## config.mk

```make
export PLATFORM = sky130hd
export DESIGN_NAME = sdpl_device_flat
export DESIGN_NICKNAME = d
export VERILOG_FILES = /design/src/hw/sdpl_pkg.sv /design/src/hw/sdpl_link_if.sv /design/src/hw/sdpl_device.sv /design/src/hw/sdpl_divider.sv /design/src/flat_wrapper.sv
export VERILOG_INCLUDE_DIRS = /design/src /design/src/hw
export SDC_FILE = /design/constraint.sdc
export NUM_CORES = 1
export LEC_CHECK = 0
export BUFFER_PORTS_ARGS = -buffer_cell sky130_fd_sc_hd__buf_2
export CORE_MARGIN = 1.5
export CORE_UTILIZATION = 40
export CTS_BUF_LIST = sky130_fd_sc_hd__clkbuf_8
export DETAILED_ROUTE_END_ITERATION = 8
export SKIP_CTS_REPAIR_TIMING = 1
export SYNTH_ARGS = -nofsm -noshare
export SYNTH_HDL_FRONTEND = slang
export SYNTH_SLANG_ARGS = --single-unit
```

## constraint.sdc

```tcl
create_clock -name CLK_I -period 6 [get_ports CLK_I]
set_input_delay 0.9 -clock CLK_I [delete_from_list [all_inputs] [get_ports CLK_I]]
set_output_delay 0.9 -clock CLK_I [all_outputs]
set_load 0.05 [all_outputs]
```

## src/hw/sdpl_regs.svh

```systemverilog
// Field positions, addresses, defaults and timing counts of the synthesizer control block
`ifndef SDPL_REGS_SVH
`define SDPL_REGS_SVH
`define SDPL_WORD_W 24
`define SDPL_ADDR_WORD0 2'h0
`define SDPL_ADDR_WORD1 2'h1
`define SDPL_ADDR_WORD3 3'h3
`define SDPL_ADDR_WORD4 4'h7
`define SDPL_ADDR_WORD5 5'h0F
`define SDPL_W3_DUR_HI 23
`define SDPL_W3_DUR_LO 22
`define SDPL_W3_LVL_HI 21
`define SDPL_W3_LVL_LO 20
`define SDPL_W3_ON_BIT 19
`define SDPL_W0_DEFAULT_BIT 23
`define SDPL_W0_RFSEL_BIT 22
`define SDPL_W0_LDSEL_BIT 21
`define SDPL_W0_B_HI 19
`define SDPL_W0_B_LO 16
`define SDPL_W0_A_HI 15
`define SDPL_W0_A_LO 13
`define SDPL_W0_FN_HI 12
`define SDPL_W0_FN_LO 2
`define SDPL_W1_IFSEL_HI 23
`define SDPL_W1_IFSEL_LO 22
`define SDPL_W1_REFSEL_BIT 21
`define SDPL_W1_SPUR_HI 12
`define SDPL_W1_SPUR_LO 11
`define SDPL_W1_RFON_BIT 3
`define SDPL_W1_IFON_BIT 2
`define SDPL_W4_A_HI 16
`define SDPL_W4_A_LO 13
`define SDPL_W4_B_HI 12
`define SDPL_W4_B_LO 4
`define SDPL_W5_R_HI 13
`define SDPL_W5_R_LO 5
`define SDPL_PRESC_WIDE 4'h8
`define SDPL_PRESC_NARROW 4'h6
`define SDPL_IF_PRESC 5'h10
`define SDPL_DEF_B0 9'h058
`define SDPL_DEF_A0 4'hF
`define SDPL_DEF_B1 9'h0BF
`define SDPL_DEF_A1 4'h4
`define SDPL_DEF_B2 9'h0E5
`define SDPL_DEF_A2 4'h9
`define SDPL_DEF_R_LOW 9'h0A0
`define SDPL_DEF_R_HIGH 9'h0A4
`define SDPL_CMP_EVERY 7'h40
`define SDPL_LOCK_RUN 3'h4
`define SDPL_PHASE_NS 10
`define SDPL_CLK_NS 20
`define SDPL_PHASE_CYC ((`SDPL_PHASE_NS + `SDPL_CLK_NS - 1) / `SDPL_CLK_NS)
`define SDPL_BW_UNIT 8'h40
`define SDPL_HOST_DIV 4'h4
`endif

```

## src/hw/sdpl_pkg.sv

```systemverilog
// Types shared by both ends of the synthesizer programming link
package sdpl_pkg;
  typedef enum logic [1:0] {SDPL_SPUR_OFF, SDPL_SPUR_UNUSED, SDPL_SPUR_TRACK, SDPL_SPUR_ONCE} sdpl_spur_t;
  typedef logic [23:0] sdpl_word_t;
endpackage

```

## src/hw/sdpl_link_if.sv

```systemverilog
// Three-wire serial programming link between host and synthesizer
`timescale 1ns/1ps
interface sdpl_link_if;
  logic serial_clk;
  logic serial_data;
  logic latch_strobe;
  modport host (output serial_clk, output serial_data, output latch_strobe);
  modport dev (input serial_clk, input serial_data, input latch_strobe);
endinterface

```

## src/hw/sdpl_device.sv

```systemverilog
// Synthesizer control end: serial word capture, dividers, power gating, lock detect
`timescale 1ns/1ps
`include "sdpl_regs.svh"
module sdpl_device (
  input wire logic CLK_I,
  input wire logic RST_I,
  sdpl_link_if.dev LINK,
  input wire logic CHIP_EN_I,
  input wire logic REF_TICK_I,
  input wire logic FB_TICK_I,
  input wire logic [3:0] PHASE_ERR_I,
  output logic RF_ACTIVE_O,
  output logic IF_ACTIVE_O,
  output logic LOCK_INDICATOR_O,
  output logic ACQ_WIDE_O,
  output logic [1:0] ACQ_LEVEL_O,
  output logic SPUR_TRACK_O,
  output logic SPUR_HOLD_O,
  output logic [7:0] RF_RATIO_INT_O,
  output logic [10:0] RF_FRAC_NUMERATOR_O,
  output logic RF_DIV_PULSE_O,
  output logic IF_DIV_PULSE_O,
  output logic IF_CMP_PULSE_O
);
  import sdpl_pkg::*;

  logic [2:0] clk_sync, data_sync, strobe_sync;
  logic clk_prev, strobe_prev, chip_en_meta, chip_en;
  sdpl_word_t shift;
  logic use_default, wide_variant, lock_out_select, ref_freq_select;
  logic rf_section_on, if_section_on;
  logic [1:0] if_variant, acq_bw_duration, acq_bw_level;
  logic acq_bw_on;
  sdpl_spur_t spur_scheme;
  logic [3:0] rf_program_count;
  logic [2:0] rf_swallow_count;
  logic [10:0] rf_frac_numerator;
  logic [8:0] if_prog, if_ref_user;
  logic [3:0] if_swallow;
  logic rf_run, if_run;
  logic [8:0] if_prog_eff, if_ref_eff;
  logic [3:0] if_swallow_eff;
  logic [13:0] if_ratio;
  logic [7:0] rf_ratio;
  logic [6:0] cmp_count;
  logic [2:0] good_run;
  logic locked, ever_locked;
  logic [9:0] acq_count;
  logic rf_pulse, if_pulse, cmp_pulse;

  // Link pins through two stages; third stage only for edge finding
  always_ff @(posedge CLK_I or posedge RST_I) begin
    if (RST_I) begin
      clk_sync <= 3'h0;
      data_sync <= 3'h0;
      strobe_sync <= 3'h0;
      chip_en_meta <= 1'b0;
      chip_en <= 1'b0;
    end else begin
      clk_sync <= {clk_sync[1:0], LINK.serial_clk};
      data_sync <= {data_sync[1:0], LINK.serial_data};
      strobe_sync <= {strobe_sync[1:0], LINK.latch_strobe};
      chip_en_meta <= CHIP_EN_I;
      chip_en <= chip_en_meta;
    end
  end
  assign clk_prev = clk_sync[2];
  assign strobe_prev = strobe_sync[2];

  // Shift register, MSB first on serial clock rise
  always_ff @(posedge CLK_I or posedge RST_I) begin
    if (RST_I) begin
      shift <= '0;
    end else if (clk_sync[1] && !clk_prev) begin
      shift <= {shift[`SDPL_WORD_W-2:0], data_sync[1]};
    end
  end

  // Control words loaded only on strobe rise
  always_ff @(posedge CLK_I or posedge RST_I) begin
    if (RST_I) begin
      use_default <= 1'b1;
      wide_variant <= 1'b1;
      lock_out_select <= 1'b0;
      rf_program_count <= 4'h2;
      rf_swallow_count <= 3'h0;
      rf_frac_numerator <= 11'h000;
      if_variant <= 2'h2;
      ref_freq_select <= 1'b0;
      spur_scheme <= SDPL_SPUR_TRACK;
      rf_section_on <= 1'b0;
      if_section_on <= 1'b0;
      acq_bw_duration <= 2'h0;
      acq_bw_level <= 2'h0;
      acq_bw_on <= 1'b0;
      if_prog <= 9'h001;
      if_swallow <= 4'h0;
      if_ref_user <= 9'h002;
    end else if (strobe_sync[1] && !strobe_prev) begin
      // Trailing address bits form a prefix code; words 2 and 6 are ignored
      if (shift[1:0] == `SDPL_ADDR_WORD0) begin
        use_default <= shift[`SDPL_W0_DEFAULT_BIT];
        wide_variant <= shift[`SDPL_W0_RFSEL_BIT];
        lock_out_select <= shift[`SDPL_W0_LDSEL_BIT];
        rf_program_count <= shift[`SDPL_W0_B_HI:`SDPL_W0_B_LO];
        rf_swallow_count <= shift[`SDPL_W0_A_HI:`SDPL_W0_A_LO];
        rf_frac_numerator <= shift[`SDPL_W0_FN_HI:`SDPL_W0_FN_LO];
      end else if (shift[1:0] == `SDPL_ADDR_WORD1) begin
        if_variant <= shift[`SDPL_W1_IFSEL_HI:`SDPL_W1_IFSEL_LO];
        ref_freq_select <= shift[`SDPL_W1_REFSEL_BIT];
        spur_scheme <= sdpl_spur_t'(shift[`SDPL_W1_SPUR_HI:`SDPL_W1_SPUR_LO]);
        rf_section_on <= shift[`SDPL_W1_RFON_BIT];
        if_section_on <= shift[`SDPL_W1_IFON_BIT];
      end else if (shift[2:0] == `SDPL_ADDR_WORD3) begin
        acq_bw_duration <= shift[`SDPL_W3_DUR_HI:`SDPL_W3_DUR_LO];
        acq_bw_level <= shift[`SDPL_W3_LVL_HI:`SDPL_W3_LVL_LO];
        acq_bw_on <= shift[`SDPL_W3_ON_BIT];
      end else if (shift[3:0] == `SDPL_ADDR_WORD4) begin
        if_swallow <= shift[`SDPL_W4_A_HI:`SDPL_W4_A_LO];
        if_prog <= shift[`SDPL_W4_B_HI:`SDPL_W4_B_LO];
      end else if (shift[4:0] == `SDPL_ADDR_WORD5) begin
        if_ref_user <= shift[`SDPL_W5_R_HI:`SDPL_W5_R_LO];
      end
    end
  end

  // Power gating by pin and enable bits
  assign rf_run = chip_en && rf_section_on;
  assign if_run = chip_en && if_section_on;

  // Default or programmed IF counts
  always_comb begin
    if_ref_eff = ref_freq_select ? `SDPL_DEF_R_HIGH : `SDPL_DEF_R_LOW;
    unique case (if_variant)
      2'h0: begin
        if_prog_eff = `SDPL_DEF_B0;
        if_swallow_eff = `SDPL_DEF_A0;
      end
      2'h1: begin
        if_prog_eff = `SDPL_DEF_B1;
        if_swallow_eff = `SDPL_DEF_A1;
      end
      default: begin
        if_prog_eff = `SDPL_DEF_B2;
        if_swallow_eff = `SDPL_DEF_A2;
      end
    endcase
    if (!use_default) begin
      if_prog_eff = if_prog;
      if_swallow_eff = if_swallow;
      if_ref_eff = if_ref_user;
    end
  end

  // Integer division ratios
  assign if_ratio = 14'(`SDPL_IF_PRESC) * 14'(if_prog_eff) + 14'(if_swallow_eff);
  assign rf_ratio = (wide_variant ? 8'(`SDPL_PRESC_WIDE) : 8'(`SDPL_PRESC_NARROW)) * 8'(rf_program_count)
                  + 8'(rf_swallow_count);

  sdpl_divider #(.W(8)) u_rf_div (.clk_i(CLK_I), .rst_i(RST_I), .run_i(rf_run), .tick_i(FB_TICK_I),
    .ratio_i(rf_ratio), .pulse_o(rf_pulse));
  sdpl_divider #(.W(14)) u_if_div (.clk_i(CLK_I), .rst_i(RST_I), .run_i(if_run), .tick_i(FB_TICK_I),
    .ratio_i(if_ratio), .pulse_o(if_pulse));
  sdpl_divider #(.W(9)) u_if_ref (.clk_i(CLK_I), .rst_i(RST_I), .run_i(if_run), .tick_i(REF_TICK_I),
    .ratio_i(if_ref_eff), .pulse_o(cmp_pulse));

  // Lock filter: one compare per 64 reference cycles
  always_ff @(posedge CLK_I or posedge RST_I) begin
    if (RST_I) begin
      cmp_count <= 7'h0;
      good_run <= 3'h0;
      locked <= 1'b0;
    end else if (!rf_run) begin
      cmp_count <= 7'h0;
      good_run <= 3'h0;
      locked <= 1'b0;
    end else if (REF_TICK_I) begin
      cmp_count <= (cmp_count + 7'h1 >= `SDPL_CMP_EVERY) ? 7'h0 : cmp_count + 7'h1;
      if (cmp_count == 7'h0) begin
        if (PHASE_ERR_I > 4'(`SDPL_PHASE_CYC)) begin
          good_run <= 3'h0;
          locked <= 1'b0;
        end else begin
          good_run <= (good_run == `SDPL_LOCK_RUN) ? good_run : good_run + 3'h1;
          if (good_run + 3'h1 >= `SDPL_LOCK_RUN) begin
            locked <= 1'b1;
          end
        end
      end
    end
  end

  // Acquisition widening and spur hold after first lock
  always_ff @(posedge CLK_I or posedge RST_I) begin
    if (RST_I) begin
      acq_count <= 10'h0;
      ever_locked <= 1'b0;
    end else if (!rf_run) begin
      acq_count <= 10'h0;
      ever_locked <= 1'b0;
    end else begin
      if (locked) begin
        ever_locked <= 1'b1;
      end
      if (!locked && acq_count < {acq_bw_duration, `SDPL_BW_UNIT}) begin
        acq_count <= acq_count + 10'h1;
      end else if (locked) begin
        acq_count <= 10'h0;
      end
    end
  end

  // Registered outputs
  always_ff @(posedge CLK_I or posedge RST_I) begin
    if (RST_I) begin
      RF_ACTIVE_O <= 1'b0;
      IF_ACTIVE_O <= 1'b0;
      LOCK_INDICATOR_O <= 1'b0;
      ACQ_WIDE_O <= 1'b0;
      ACQ_LEVEL_O <= 2'h0;
      SPUR_TRACK_O <= 1'b0;
      SPUR_HOLD_O <= 1'b0;
      RF_RATIO_INT_O <= 8'h0;
      RF_FRAC_NUMERATOR_O <= 11'h0;
      RF_DIV_PULSE_O <= 1'b0;
      IF_DIV_PULSE_O <= 1'b0;
      IF_CMP_PULSE_O <= 1'b0;
    end else begin
      RF_ACTIVE_O <= rf_run;
      IF_ACTIVE_O <= if_run;
      LOCK_INDICATOR_O <= lock_out_select && locked;
      ACQ_WIDE_O <= rf_run && acq_bw_on && !locked && (acq_count < {acq_bw_duration, `SDPL_BW_UNIT});
      ACQ_LEVEL_O <= acq_bw_level;
      SPUR_TRACK_O <= rf_run && (spur_scheme == SDPL_SPUR_TRACK);
      SPUR_HOLD_O <= rf_run && (spur_scheme == SDPL_SPUR_ONCE) && ever_locked;
      RF_RATIO_INT_O <= rf_ratio;
      RF_FRAC_NUMERATOR_O <= rf_frac_numerator;
      RF_DIV_PULSE_O <= rf_pulse;
      IF_DIV_PULSE_O <= if_pulse;
      IF_CMP_PULSE_O <= cmp_pulse;
    end
  end
endmodule

```

## src/hw/sdpl_divider.sv

```systemverilog
// Loadable modulus counter giving one pulse every ratio input cycles
`timescale 1ns/1ps
module sdpl_divider #(
  parameter int W = 16
) (
  input wire logic clk_i,
  input wire logic rst_i,
  input wire logic run_i,
  input wire logic tick_i,
  input wire logic [W-1:0] ratio_i,
  output logic pulse_o
);
  logic [W-1:0] count;

  // Count input ticks, wrap at ratio
  always_ff @(posedge clk_i or posedge rst_i) begin
    if (rst_i) begin
      count <= '0;
      pulse_o <= 1'b0;
    end else if (!run_i) begin
      count <= '0;
      pulse_o <= 1'b0;
    end else begin
      pulse_o <= 1'b0;
      if (tick_i) begin
        if (count + W'(1) >= ratio_i) begin
          count <= '0;
          pulse_o <= 1'b1;
        end else begin
          count <= count + W'(1);
        end
      end
    end
  end
endmodule

```

## src/flat_wrapper.sv

```systemverilog
// flat-port wrapper written by rule: the top's interface ports become plain ports
module sdpl_device_flat import sdpl_pkg::*;
  (CLK_I, RST_I, CHIP_EN_I, REF_TICK_I, FB_TICK_I, PHASE_ERR_I, RF_ACTIVE_O, IF_ACTIVE_O, LOCK_INDICATOR_O, ACQ_WIDE_O, ACQ_LEVEL_O, SPUR_TRACK_O, SPUR_HOLD_O, RF_RATIO_INT_O, RF_FRAC_NUMERATOR_O, RF_DIV_PULSE_O, IF_DIV_PULSE_O, IF_CMP_PULSE_O, LINK_serial_clk, LINK_serial_data, LINK_latch_strobe);
  sdpl_link_if LINK_i ();
  input wire logic CLK_I;
  input wire logic RST_I;
  input wire logic CHIP_EN_I;
  input wire logic REF_TICK_I;
  input wire logic FB_TICK_I;
  input wire logic [3:0] PHASE_ERR_I;
  output logic RF_ACTIVE_O;
  output logic IF_ACTIVE_O;
  output logic LOCK_INDICATOR_O;
  output logic ACQ_WIDE_O;
  output logic [1:0] ACQ_LEVEL_O;
  output logic SPUR_TRACK_O;
  output logic SPUR_HOLD_O;
  output logic [7:0] RF_RATIO_INT_O;
  output logic [10:0] RF_FRAC_NUMERATOR_O;
  output logic RF_DIV_PULSE_O;
  output logic IF_DIV_PULSE_O;
  output logic IF_CMP_PULSE_O;
  input wire logic [$bits(LINK_i.serial_clk)-1:0] LINK_serial_clk;
  input wire logic [$bits(LINK_i.serial_data)-1:0] LINK_serial_data;
  input wire logic [$bits(LINK_i.latch_strobe)-1:0] LINK_latch_strobe;
  assign LINK_i.serial_clk = LINK_serial_clk;
  assign LINK_i.serial_data = LINK_serial_data;
  assign LINK_i.latch_strobe = LINK_latch_strobe;
  sdpl_device u_core (.CLK_I(CLK_I), .RST_I(RST_I), .LINK(LINK_i), .CHIP_EN_I(CHIP_EN_I), .REF_TICK_I(REF_TICK_I), .FB_TICK_I(FB_TICK_I), .PHASE_ERR_I(PHASE_ERR_I), .RF_ACTIVE_O(RF_ACTIVE_O), .IF_ACTIVE_O(IF_ACTIVE_O), .LOCK_INDICATOR_O(LOCK_INDICATOR_O), .ACQ_WIDE_O(ACQ_WIDE_O), .ACQ_LEVEL_O(ACQ_LEVEL_O), .SPUR_TRACK_O(SPUR_TRACK_O), .SPUR_HOLD_O(SPUR_HOLD_O), .RF_RATIO_INT_O(RF_RATIO_INT_O), .RF_FRAC_NUMERATOR_O(RF_FRAC_NUMERATOR_O), .RF_DIV_PULSE_O(RF_DIV_PULSE_O), .IF_DIV_PULSE_O(IF_DIV_PULSE_O), .IF_CMP_PULSE_O(IF_CMP_PULSE_O));
endmodule
```

==> flow_results.xml <==
<?xml version="1.0" encoding="UTF-8"?>
<metrics>
  <group name="status">
    <metric name="outcome" unit="">completed</metric>
  </group>
  <group name="power_and_ir_drop">
    <metric name="p_comb_frac" unit="">0.215</metric>
    <metric name="share_clk_of_total_power" unit="">0.286</metric>
    <metric name="power.switching" unit="mW">1.03</metric>
    <metric name="design_power_total" unit="mW">3.02</metric>
    <metric name="p_seq_frac" unit="">0.499</metric>
    <metric name="power-per-cell-area" unit="nW/um^2">335</metric>
    <metric name="vdd.ir_drop.worst" unit="V">0.000285</metric>
    <metric name="cell_leakage_power" unit="nW">4.44</metric>
    <metric name="p_sw_frac" unit="">0.341</metric>
    <metric name="p_int" unit="mW">1.99</metric>
  </group>
  <group name="yosys">
    <metric name="avgSynthCellArea" unit="sq um">11.8</metric>
    <metric name="netlist_area" unit="sq um">8110</metric>
    <metric name="synth-warning-count" unit="">0</metric>
    <metric name="synth.lib_cells_used.distinct" unit="">58</metric>
    <metric name="seq_area_frac_synth" unit="">0.541</metric>
    <metric name="ys_seq_elements" unit="">175</metric>
    <metric name="synth-async-reset-ratio" unit="">1.00</metric>
    <metric name="mappedNetlistNets" unit="">755</metric>
    <metric name="synthCells" unit="">686</metric>
    <metric name="synth_top_flop_cell" unit="">sky130_fd_sc_hd__dfrtp_1</metric>
    <metric name="synth_edf_count" unit="">0</metric>
  </group>
  <group name="routing">
    <metric name="num_vias" unit="">5197</metric>
    <metric name="drtAntennaViolNets" unit="">0</metric>
    <metric name="first_pass_iters" unit="">5</metric>
    <metric name="wl" unit="mm">15.3</metric>
    <metric name="drt-vias-per-instance" unit="">5.14</metric>
    <metric name="post-route-drc-count" unit="">0</metric>
    <metric name="detail_route.wl_per_cell" unit="microns">15.2</metric>
    <metric name="detailedRoute.firstIterationViolations" unit="">241</metric>
  </group>
  <group name="sta">
    <metric name="clock.fmax" unit="MHz">233</metric>
    <metric name="finalHoldWorstSlack" unit="ns">0.357</metric>
    <metric name="post-route-min-period" unit="ns">4.29</metric>
    <metric name="timing.final.max_slew_violations" unit="">0</metric>
    <metric name="worst_slew_margin_rel" unit="">0.233</metric>
    <metric name="worstMarginPinSlew" unit="ns">1.15</metric>
    <metric name="worst_slack" unit="ns">1.71</metric>
    <metric name="setup_viol" unit="">0</metric>
    <metric name="finalClockSkew" unit="ns">0.0162</metric>
    <metric name="timing.setup.tns" unit="ns">0</metric>
    <metric name="timing.final.hold_violations" unit="">0</metric>
    <metric name="final_min_period_over_clock_period" unit="">0.714</metric>
    <metric name="grt_setup_unrepaired" unit="">no</metric>
  </group>
  <group name="place">
    <metric name="placed_cells" unit="">979</metric>
    <metric name="buffer_ports.inserted" unit="">40</metric>
    <metric name="finalWeightedCongestion" unit="">0.824</metric>
    <metric name="preCtsSetupSlack" unit="ns">1.71</metric>
    <metric name="dp_hpwl" unit="mm">11.0</metric>
  </group>
  <group name="finish">
    <metric name="n_fill_cell" unit="">1830</metric>
    <metric name="sequential_cell_area" unit="sq um">4390</metric>
    <metric name="num-nets-final" unit="">802</metric>
    <metric name="area.growth.synth_to_final" unit="%">11.5</metric>
    <metric name="finish.cell_count_without_fillers" unit="">1011</metric>
    <metric name="diodes" unit="">0</metric>
    <metric name="proportion_of_layout_cells_with_a_drive_suffix_above_1" unit="">0.227</metric>
    <metric name="multiInputGateArea" unit="sq um">3540</metric>
  </group>
  <group name="clock_tree">
    <metric name="htreeDepth" unit="">4</metric>
    <metric name="cts_max_path_buffers" unit="">2</metric>
    <metric name="clock_buffer_count_from_cts" unit="">17</metric>
    <metric name="clock_sinks" unit="">175</metric>
    <metric name="clock_tree.root_cell" unit="">sky130_fd_sc_hd__clkbuf_8</metric>
    <metric name="clk_pin_slew_worst_setup_hold_paths" unit="ns">0.09</metric>
    <metric name="cts_tree" unit="">built</metric>
    <metric name="clock_latency" unit="ns">0.46</metric>
  </group>
  <group name="global_route">
    <metric name="initial_antenna_violation_count" unit="">0</metric>
    <metric name="groute.layer.met2.usage" unit="">0.258</metric>
    <metric name="met1_usage" unit="">0.203</metric>
    <metric name="grt_pass1_wl" unit="mm">26.6</metric>
    <metric name="global_route_usage_over_all_layers" unit="">0.156</metric>
    <metric name="grt_pass1_vias" unit="">5380</metric>
    <metric name="grt_overflow_total" unit="">0</metric>
    <metric name="pin_count_of_the_biggest_net_entering_global_routing" unit="">82</metric>
    <metric name="globalRoute.busiestLayer" unit="">met2</metric>
    <metric name="grtUsageMet3" unit="">0.0370</metric>
  </group>
  <group name="floorplan">
    <metric name="floorplan.initialDensity" unit="">0.412</metric>
    <metric name="design.core.area" unit="sq um">19700</metric>
    <metric name="rows" unit="">51</metric>
    <metric name="floorplan.die.width" unit="microns">145</metric>
    <metric name="design.portCount" unit="">42</metric>
    <metric name="die_h" unit="microns">145</metric>
    <metric name="area_enclosed_by_the_die_boundary" unit="sq um">21100</metric>
  </group>
  <group name="worst_setup_path">
    <metric name="timing.critical_path.required" unit="ns">6.39</metric>
    <metric name="critPathArrivalTime" unit="ns">4.68</metric>
    <metric name="path_max_fanout" unit="">10</metric>
    <metric name="critPathCaptureType" unit="">flip-flop</metric>
    <metric name="worstSetupStartpointType" unit="">flip-flop</metric>
    <metric name="critPathKind" unit="">reg2reg</metric>
  </group>
  <group name="job">
    <metric name="max-cap-violations" unit="">0</metric>
  </group>
  <group name="hold_path">
    <metric name="worst_hold_path_type" unit="">reg2reg</metric>
  </group>
</metrics>
## synthesized netlist by cell type (4+ instances only)
master,n,area (sq um)
sky130_fd_sc_hd__inv_1,33,124
sky130_fd_sc_hd__nor2_1,43,161
sky130_fd_sc_hd__o21ai_0,34,170
sky130_fd_sc_hd__a21oi_1,26,130
sky130_fd_sc_hd__dfrtp_1,168,4200
sky130_fd_sc_hd__or3_1,5,31.3
sky130_fd_sc_hd__ha_1,54,676
sky130_fd_sc_hd__nor2b_1,5,31.3
sky130_fd_sc_hd__and3_1,5,31.3
sky130_fd_sc_hd__nand2b_1,12,75.1
sky130_fd_sc_hd__xor2_1,14,123
sky130_fd_sc_hd__a2111oi_0,4,35.0
sky130_fd_sc_hd__nand2_1,62,233
sky130_fd_sc_hd__nand4_1,11,68.8
sky130_fd_sc_hd__buf_2,4,20.0
sky130_fd_sc_hd__xnor2_1,19,166
sky130_fd_sc_hd__clkbuf_1,11,41.3
sky130_fd_sc_hd__nand3_1,17,85.1
sky130_fd_sc_hd__nor3_1,4,20.0
sky130_fd_sc_hd__mux2_2,77,867
sky130_fd_sc_hd__a22o_1,16,140
sky130_fd_sc_hd__a21o_1,7,52.6
sky130_fd_sc_hd__dfstp_2,7,184
## cells by family (layout without fill, tap and decap cells)
kind of cell               after synthesis  after routing  share of synthesized area
xor gates and xnor gates                34             34                     0.0391
DFF                                    175            175                      0.541
AOI/OAI and AO/OA                      107            107                     0.0837
adders and majority gates               57             57                     0.0908
and+or+nand+nor                        184            184                      0.111
other                                    1              1                   0.000463
muxes                                   80             80                      0.111
buffers and inverters                   48            108                     0.0228
## power by group through the flow
stage / combinational (mW) / clock [mW] / sequential [mW]
2_1_floorplan: 0.340 / 0 / 1.64
3_3_place_gp: 0.631 / 0 / 1.53
3_5_place_dp: 0.654 / 0 / 1.53
4_1_cts: 0.658 / 0.895 / 1.51
5_1_grt: 0.705 / 0.944 / 1.54
6_report: 0.651 / 0.863 / 1.51
## worst max-delay path: stages (launching register included)
cell and delay [ns]:
sky130_fd_sc_hd__dfstp_2 0.61, sky130_fd_sc_hd__nand2_1 0.09, sky130_fd_sc_hd__fa_1 0.48, sky130_fd_sc_hd__inv_1 0.04
sky130_fd_sc_hd__ha_1 0.29, sky130_fd_sc_hd__ha_1 0.30, sky130_fd_sc_hd__ha_1 0.34, sky130_fd_sc_hd__a21oi_1 0.23
sky130_fd_sc_hd__o21bai_1 0.09, sky130_fd_sc_hd__a21oi_1 0.17, sky130_fd_sc_hd__xnor2_1 0.13, sky130_fd_sc_hd__ha_1 0.23
sky130_fd_sc_hd__a2111oi_0 0.28, sky130_fd_sc_hd__o21ai_1 0.15, sky130_fd_sc_hd__a21oi_1 0.51, sky130_fd_sc_hd__mux2_2 0.27
## registers in the layout (all words and copies together), names as in the netlist, 4 cells and up
register                    count
u_core.RF_FRAC_NUMERATOR_O     11
u_core.if_swallow               4
u_core.if_ref_user              9
u_core.if_prog                  9
u_core.rf_program_count         4
u_core.cmp_count                7
u_core.u_rf_div.count           8
u_core.acq_count               10
u_core.u_if_div.count          14
u_core.RF_RATIO_INT_O           8
u_core.shift                   24
u_core.u_if_ref.count           9
u_core.rf_frac_numerator       11
## routing by layer
| layer | wire (microns) | up-vias |
|---|---|---|
| li1 | - | 2502 |
| met1 | 7150 | 2603 |
| met2 | 7500 | 73 |
| met3 | 488 | 19 |
| met4 | 205 | 0 |
| met5 | 0 | - |
## cell usage in the layout, fill, tap and decap left out, types with 17 or more instances in the layout
cell,n
sky130_fd_sc_hd__inv_1,33
sky130_fd_sc_hd__buf_2,40
sky130_fd_sc_hd__ha_1,54
sky130_fd_sc_hd__clkbuf_8,17
sky130_fd_sc_hd__dfrtp_1,168
sky130_fd_sc_hd__mux2_2,77
sky130_fd_sc_hd__o21ai_0,34
sky130_fd_sc_hd__a21oi_1,26
sky130_fd_sc_hd__nand2_1,62
sky130_fd_sc_hd__xnor2_1,19
sky130_fd_sc_hd__nor2_1,43
sky130_fd_sc_hd__nand3_1,17
## final cells by class
type	instances	share of cell area
Inverter	33	0.0143
Tap cell	265	0.0367
Clock buffer	17	0.0259
Clock inverter	15	0.0217
Timing Repair Buffer	43	0.0246
Sequential cell	175	0.485
Multi-Input combinational cell	463	0.391
## metrics by stage
stage | instance area, sq um | utilization
6_report | 9040 | 0.460
5_1_grt | 9040 | 0.460
4_1_cts | 9040 | 0.460
3_5_place_dp | 8610 | 0.438
3_3_place_gp | 8610 | 0.438
2_1_floorplan | 8110 | -
## worst paths after layout
path                                                   start                                   end  slack [ns]  cells after the start
setup / recovery             u_core.wide_variant$_DFFE_PP1P_  u_core.u_rf_div.count[0]$_DFFE_PP0P_        1.71                     15
hold / removal             u_core.u_if_ref.pulse_o$_DFF_PP0_       u_core.IF_CMP_PULSE_O$_DFF_PP0_        0.36                      0
setup reg to reg             u_core.wide_variant$_DFFE_PP1P_  u_core.u_rf_div.count[0]$_DFFE_PP0P_        1.71                     15
hold reg to reg            u_core.u_if_ref.pulse_o$_DFF_PP0_       u_core.IF_CMP_PULSE_O$_DFF_PP0_        0.36                      0
max in group asynchronous                              RST_I     u_core.if_ref_user[8]$_DFFE_PP0P_        4.24                      3
min in group asynchronous                              RST_I        u_core.good_run[2]$_DFFE_PP0P_        0.57                      2
No activity file was read; power rests on OpenSTA's default activity.
